**src/periph_window_pkg.sv**
```systemverilog
package periph_window_pkg;
    localparam logic [7:0] OFS_RELOC = 8'hFE;
    localparam logic [7:0] OFS_CLKDIS = 8'hFA;
    localparam logic [7:0] OFS_RELEASE = 8'hF4;
    localparam logic [7:0] OFS_SYSCFG = 8'hF0;
    localparam logic [7:0] OFS_PWRDN = 8'h46;
    localparam logic [15:0] RELOC_RESET = 16'h00FF;
    localparam logic [15:0] RELOC_WMASK = 16'h5FFF;
    localparam int RELOC_SLAVE_BIT = 14;
    localparam int RELOC_MEM_BIT = 12;
    localparam int RELOC_BASE_MSB = 11;
    localparam int SYSCFG_PSEN_BIT = 15;
    localparam int SYSCFG_DIV_MSB = 2;
    localparam int CLKDIS_LSB = 11;
    localparam int CLKDIS_MSB = 15;
    localparam logic [2:0] DIV_RESET = 3'h0;
    localparam logic [4:0] CLKSTOP_RESET = 5'h00;
    localparam logic [6:0] DIVCNT_RESET = 7'h00;
    localparam logic [7:0] ONE_8 = 8'h01;
    localparam logic [15:0] DATA_ZERO = 16'h0000;
    typedef struct packed {
        logic [19:0] addr;
        logic isMem;
        logic rd;
        logic wr;
        logic [15:0] wrData;
    } cpu_access_type;
    typedef struct packed {
        logic psEnable;
        logic [2:0] divSel;
        logic [4:0] clkStop;
    } power_ctrl_type;
endpackage

```
**src/peripheral_block_relocation.sv**
```systemverilog
`timescale 1ns/10ps
module peripheral_block_relocation #(
    parameter logic [15:0] RELEASE_ID = 16'h1234 // arbitrary value
) (
    input wire logic clk,
    input wire logic sys_rst,
    input wire logic clkEn,
    input wire periph_window_pkg::cpu_access_type cpuAccess,
    input wire logic extIrq,
    output logic claim,
    output logic rdValid,
    output logic [15:0] rdData,
    output logic periphSel,
    output logic periphWr,
    output logic [7:0] periphOfs,
    output logic slaveMode,
    output logic windowIsMem,
    output logic [11:0] windowBaseBits,
    output periph_window_pkg::power_ctrl_type pwrCtrl,
    output logic opTick
);
    logic [15:0] relocWin_ff;
    logic psEn_ff;
    logic [2:0] divSel_ff;
    logic [4:0] clkStop_ff;
    logic [6:0] divCnt_ff;
    logic opTick_ff;
    logic claim_ff;
    logic rdValid_ff;
    logic [15:0] rdData_ff;
    logic periphSel_ff;
    logic periphWr_ff;
    logic [7:0] periphOfs_ff;

    // decode
    wire access = cpuAccess.rd | cpuAccess.wr;
    wire spaceMatch = cpuAccess.isMem == relocWin_ff[periph_window_pkg::RELOC_MEM_BIT];
    wire baseMatch = cpuAccess.addr[19:8]
        == relocWin_ff[periph_window_pkg::RELOC_BASE_MSB:0];
    wire hit = access & spaceMatch & baseMatch;
    // word registers: byte lane bit ignored
    wire [7:0] ofs = {cpuAccess.addr[7:1], 1'b0};
    wire selReloc = hit && ofs == periph_window_pkg::OFS_RELOC;
    wire selRelease = hit && ofs == periph_window_pkg::OFS_RELEASE;
    wire selSysCfg = hit && ofs == periph_window_pkg::OFS_SYSCFG;
    wire selClkDis = hit && ofs == periph_window_pkg::OFS_CLKDIS;
    wire ownReg = selReloc | selRelease | selSysCfg | selClkDis;
    wire wrReloc = selReloc & cpuAccess.wr;
    wire wrSysCfg = selSysCfg & cpuAccess.wr;
    wire wrClkDis = selClkDis & cpuAccess.wr;

    wire [15:0] sysCfgView = {psEn_ff, 12'h000, divSel_ff};
    wire [15:0] clkDisView = {clkStop_ff, 11'h000};
    wire [15:0] rdMux =
        selReloc ? relocWin_ff :
        selRelease ? RELEASE_ID :
        selSysCfg ? sysCfgView :
        selClkDis ? clkDisView :
        periph_window_pkg::DATA_ZERO;

    // power-save divider: 2^divSel cycles per tick
    wire [6:0] divLimit = psEn_ff ? 7'((periph_window_pkg::ONE_8 << divSel_ff)
        - periph_window_pkg::ONE_8) : periph_window_pkg::DIVCNT_RESET;
    wire divWrap = divCnt_ff >= divLimit;
    wire [6:0] nxt_divCnt = divWrap ? periph_window_pkg::DIVCNT_RESET : 7'(divCnt_ff + 7'h01);
    // software write wins over the interrupt clear: the newest program stands
    wire nxt_psEn = wrSysCfg ? cpuAccess.wrData[periph_window_pkg::SYSCFG_PSEN_BIT] :
        (extIrq ? 1'b0 : psEn_ff);

    always_ff @(posedge clk) begin
        if (sys_rst) begin
            relocWin_ff <= periph_window_pkg::RELOC_RESET;
        end else if (clkEn && wrReloc) begin
            // base bits 19-16 kept as written; software keeps them zero for I/O
            relocWin_ff <= cpuAccess.wrData & periph_window_pkg::RELOC_WMASK;
        end
    end

    always_ff @(posedge clk) begin
        if (sys_rst) begin
            psEn_ff <= 1'b0;
            divSel_ff <= periph_window_pkg::DIV_RESET;
            clkStop_ff <= periph_window_pkg::CLKSTOP_RESET;
        end else if (clkEn) begin
            psEn_ff <= nxt_psEn;
            if (wrSysCfg) begin
                divSel_ff <= cpuAccess.wrData[periph_window_pkg::SYSCFG_DIV_MSB:0];
            end
            if (wrClkDis) begin
                clkStop_ff <= cpuAccess.wrData[periph_window_pkg::CLKDIS_MSB:
                    periph_window_pkg::CLKDIS_LSB];
            end
        end
    end

    always_ff @(posedge clk) begin
        if (sys_rst) begin
            divCnt_ff <= periph_window_pkg::DIVCNT_RESET;
            opTick_ff <= 1'b0;
        end else if (clkEn) begin
            divCnt_ff <= nxt_divCnt;
            opTick_ff <= divWrap;
        end
    end

    always_ff @(posedge clk) begin
        if (sys_rst) begin
            claim_ff <= 1'b0;
            rdValid_ff <= 1'b0;
            rdData_ff <= periph_window_pkg::DATA_ZERO;
            periphSel_ff <= 1'b0;
            periphWr_ff <= 1'b0;
            periphOfs_ff <= 8'h00;
        end else if (clkEn) begin
            claim_ff <= hit;
            rdValid_ff <= hit & cpuAccess.rd;
            rdData_ff <= rdMux;
            // other window offsets are handed to their owning units
            periphSel_ff <= hit & ~ownReg;
            periphWr_ff <= hit & ~ownReg & cpuAccess.wr;
            periphOfs_ff <= ofs;
        end
    end

    assign claim = claim_ff;
    assign rdValid = rdValid_ff;
    assign rdData = rdData_ff;
    assign periphSel = periphSel_ff;
    assign periphWr = periphWr_ff;
    assign periphOfs = periphOfs_ff;
    assign slaveMode = relocWin_ff[periph_window_pkg::RELOC_SLAVE_BIT];
    assign windowIsMem = relocWin_ff[periph_window_pkg::RELOC_MEM_BIT];
    assign windowBaseBits = relocWin_ff[periph_window_pkg::RELOC_BASE_MSB:0];
    assign pwrCtrl = {psEn_ff, divSel_ff, clkStop_ff};
    assign opTick = opTick_ff;
endmodule

```
**config.mk**
```make
export PLATFORM = sky130hd
export DESIGN_NAME = peripheral_block_relocation
export DESIGN_NICKNAME = d
export VERILOG_FILES = /design/src/periph_window_pkg.sv /design/src/peripheral_block_relocation.sv
export SDC_FILE = /design/constraint.sdc
export NUM_CORES = 1
export LEC_CHECK = 0
export ABC_AREA = 1
export ABC_CLOCK_PERIOD_IN_PS = 1700
export BUFFER_PORTS_ARGS = -buffer_cell sky130_fd_sc_hd__clkbuf_2
export CAP_MARGIN = 5
export CORE_AREA = 4 4 87 89
export DETAILED_ROUTE_END_ITERATION = 10
export DIE_AREA = 0 0 91 93
export PLACE_DENSITY = 0.74
export SYNTH_ARGS = -nofsm -noshare
export SYNTH_HDL_FRONTEND = slang
export SYNTH_SLANG_ARGS = --single-unit
```
**constraint.sdc**
```tcl
create_clock -name clk -period 1.7 [get_ports clk]
set_input_delay 0.34 -clock clk [delete_from_list [all_inputs] [get_ports clk]]
set_output_delay 0.34 -clock clk [all_outputs]
set_load 0.005 [all_outputs]
```
==> summary.md <==
| Metric | Value |
|---|---|
| Total power density per cell area | `808.9 nW/um2` |
| Final count of hold timing violations | `0` |
| GR Util All Layers | `0.2124` |
| Setup Slack @ Placement | `-0.1518 ns` |
| Count of port buffers added during placement | `92` |
| Maximum buffer depth of the clock tree | `2` |
| Flops & latches, synth | `58` |
| Number of max-capacitance violations reported | `0` |
| Most common flop cell mapped by yosys | `sky130_fd_sc_hd__dfxtp_1` |
| Relative area change from synthesis to final layout | `41.88%` |
| Area of the die | `8463 um2` |
| Residual DRC count | `0` |
| Class of the worst hold path | `primary input to flip-flop` |
| RSZ-0062 raised after global routing | `yes` |
| Kind of start point of the critical path | `flip-flop` |
| Adder and majority cell fraction of the synthesized area | `0.03272` |
| Clock latency reported for the late side of the worst-skew pair | `0.34 ns` |
| R2R cell count | `8` |
| Mux cell area share after synthesis | `0` |
| Nets | `640` |
| Outcome | `finished, violations left` |
| Detailed-route wire length per cell | `13.63 um` |
| Endpoints failing setup | `8` |
| Fraction of registers with async set or reset after synthesis | `0` |
| Ports | `95` |
| Standard-cell row count | `30` |
| Layout cell share with drive strength beyond 1 | `0.3855` |
| Core footprint | `6756 um2` |
| Sequential-to-total area share from yosys stat | `0.3796` |
| Clock tree from TritonCTS | `yes` |
| Required time at the worst-slack endpoint | `1.97 ns` |
| Biggest area consumer among synthesized cells | `sky130_fd_sc_hd__dfxtp_1` |
| Slack of the worst reg-to-reg path | `-0.14 ns` |
| Worst hold path stage count | `3` |
| CTS sink count | `58` |
| Maximum VDD drop | `0.4593 mV` |
| Number of warnings printed during yosys synthesis | `0` |
| Average footprint of a synthesized cell | `6.694 um2` |
| Clock H-tree levels | `3` |
| Library cells used by synthesis | `36` |
| Clock root buffer | `sky130_fd_sc_hd__clkbuf_8` |
| Final Wtd Congestion | `0.8803` |
| Initial core utilization | `0.4528` |
| Maximum number of pins on one net before global-route repair | `28` |
| Number of global-route vias before repair | `3290` |
| Fraction of the core area covered by cells at the end of the flow | `0.6424` |
| Antenna Diode Count | `0` |
| LEAKAGE | `2.284 nW` |
| Clock-pin transition on the worst setup and hold timing paths | `0.07 ns` |
| Die X | `91 um` |
| Simple-gate area share of the yosys netlist | `0.3260` |
| Detailed placement HPWL | `6811 um` |
| Maximum achievable frequency | `543.5 MHz` |
| Die span in y | `93 um` |
| Detailed-route via count | `3370` |
| Parity-gate share of the synthesized area counting xor and xnor cells | `0.01145` |
| Synth Area in Compound Gates | `0.1497` |
| Number of iterations in the first detailed-routing pass | `4` |
| Final period utilization | `1.082` |
| Portion of synthesized cell area occupied by the leading cell type | `0.3796` |
| Failing checks | `setup timing` |
| Post-synthesis instance area | `3059 um2` |
| Final Worst Setup Slack | `-0.1399 ns` |
| Worst relative slew slack | `0.6448` |
| Critical path endpoint category | `flip-flop` |
| Worst Setup Path Type | `flip-flop to flip-flop` |
| Largest family of logic cells by synthesized area | `simple AND/OR/NAND/NOR gates` |
| Wire length of the first global-routing pass | `14580 um` |
| Antenna violations before repair | `0` |
| Top cells by area, synth | `sky130_fd_sc_hd__dfxtp_1 38%, sky130_fd_sc_hd__nand2_1 14%, sky130_fd_sc_hd__nor2_1 8.3%, sky130_fd_sc_hd__inv_1 7.4%, sky130_fd_sc_hd__o21ai_0 6.2%` |
| Violation count after the first detailed-route iteration | `144` |
| Number of enable-type register cells in the synthesized netlist | `0` |
| Total CTS buffers | `9` |
| Layout Skew | `0.008797 ns` |
| Avg Vias per Cell | `5.000` |
| Leading cell type by number of instances after synthesis | `sky130_fd_sc_hd__nand2_1` |
| Synth cell count leaders | `116 x sky130_fd_sc_hd__nand2_1, 68 x sky130_fd_sc_hd__nor2_1, 60 x sky130_fd_sc_hd__inv_1, 58 x sky130_fd_sc_hd__dfxtp_1, 38 x sky130_fd_sc_hd__o21ai_0` |
| Post-synthesis cell count | `457` |
| Worst Max-Slew Pin Slew | `0.5315 ns` |
| Remaining Overflow, GRT | `0` |
| Routed wire length | `9188 um` |
| Worst-path maximum fanout | `4` |
| Pwr Total | `3.511 mW` |
| Final Critical Period | `1.840 ns` |
| DRT antenna net count | `0` |
| Slew Viols, Final | `0` |
| Data arrival time of the critical path | `2.11 ns` |
| Syn_nets | `508` |
-- worst paths after layout --
path | from | end
worst max-delay path | divSel_ff[2]$_SDFFE_PP0P_ | opTick$_SDFFE_PP0P_
worst min-delay path | cpuAccess[6] | relocWin_ff[6]$_SDFFE_PP1P_
worst min register to register | rdData[6]$_SDFFE_PP0P_ | rdData[6]$_SDFFE_PP0P_
worst max register to register | divSel_ff[2]$_SDFFE_PP0P_ | opTick$_SDFFE_PP0P_
-- report_power, final --
| part | switching (mW) | total [mW] | internal, mW |
|---|---|---|---|
| Combinational | 0.180 | 0.300 | 0.120 |
| Sequential | 0.0149 | 1.40 | 1.38 |
| Clock | 0.571 | 1.81 | 1.24 |
-- kinds of logic after synthesis --
logic type,count (synthesis)
buffers and inverters,76
adder cells (fa/ha/maj),8
other,1
flip-flops,58
AND/OR/NAND/NOR,224
AO/OA/AOI/OAI,86
XOR/XNOR,4
-- cell usage in the layout (no fill, tap or decap), types with 3 or more instances in the layout --
master / synthesis / final
sky130_fd_sc_hd__nand2_1: 116 / 98
sky130_fd_sc_hd__clkbuf_2: 0 / 92
sky130_fd_sc_hd__nor2_1: 68 / 56
sky130_fd_sc_hd__inv_1: 60 / 54
sky130_fd_sc_hd__buf_4: 2 / 42
sky130_fd_sc_hd__dfxtp_1: 58 / 41
sky130_fd_sc_hd__a21oi_1: 37 / 37
sky130_fd_sc_hd__o21ai_0: 38 / 34
sky130_fd_sc_hd__nand2_2: 3 / 18
sky130_fd_sc_hd__dfxtp_2: 0 / 16
sky130_fd_sc_hd__nand3_1: 15 / 14
sky130_fd_sc_hd__clkbuf_8: 0 / 12
sky130_fd_sc_hd__nor2_2: 2 / 11
sky130_fd_sc_hd__inv_2: 1 / 7
sky130_fd_sc_hd__ha_1: 8 / 7
sky130_fd_sc_hd__nor2_4: 3 / 6
sky130_fd_sc_hd__o21ai_1: 2 / 6
sky130_fd_sc_hd__nand4_1: 5 / 5
sky130_fd_sc_hd__nand2_4: 1 / 4
sky130_fd_sc_hd__bufinv_16: 0 / 4
sky130_fd_sc_hd__xor2_1: 3 / 3
-- per-stage QoR --
stage               instance area [um2]  instances  hold WS [ns]  setup TNS [ns]
floorplan                          3065        457        0.4488               0
global placement                   3846        652        0.4550         -0.4811
detailed placement                 3846        652        0.4585         -0.9185
CTS                                4173        669        0.1964         -0.3048
global route                       4340        674        0.2042          -2.244
finish                             4340        674        0.2015         -0.9167
-- critical path: stages (launching register included) --
cell and delay, ns:
sky130_fd_sc_hd__dfxtp_2 0.34, sky130_fd_sc_hd__o21ai_0 0.25, sky130_fd_sc_hd__o21ai_0 0.17, sky130_fd_sc_hd__ha_1 0.33
sky130_fd_sc_hd__nand4_1 0.09, sky130_fd_sc_hd__o211ai_1 0.21, sky130_fd_sc_hd__nand2_1 0.14, sky130_fd_sc_hd__buf_4 0.15
sky130_fd_sc_hd__a21oi_1 0.10
-- layout make-up --
| class | instances | area [um2] |
|---|---|---|
| tap | 80 | 100.1 |
| fill | 612 | 2416 |
| multi-input combinational | 323 | 1739 |
| clock inverter | 4 | 120.1 |
| inverter | 62 | 235.2 |
| sequential | 58 | 1185 |
| timing repair buffer | 135 | 795.8 |
| clock buffer | 12 | 165.2 |
-- per-layer routing --
layer | wire length, um | track usage | vias to the layer above
met2 | 4615 | 0.3765 | 84
met3 | 482 | 0.06195 | 14
met1 | 3972 | 0.2483 | 1569
met5 | 0 | 0 | -
li1 | - | - | 1703
met4 | 117 | 0.06281 | 0
-- state kept, by name (all words and copies together), names as in the netlist, 3 cells and up --
register	cells
relocWin_ff	14
rdData	16
divCnt_ff	7
divSel_ff	3
clkStop_ff	5
periphOfs	7
-- what timing repair did --
item                       in CTS  in global routing
gates cloned                    0                  0
setup endpoints to repair       9                 49
pin swaps                       4                 16
hold endpoints to repair        0                  0
hold buffers                    0                  0
gates resized for setup         9                 58
buffers inserted                1                  5
(Power assumes the default switching activity.)
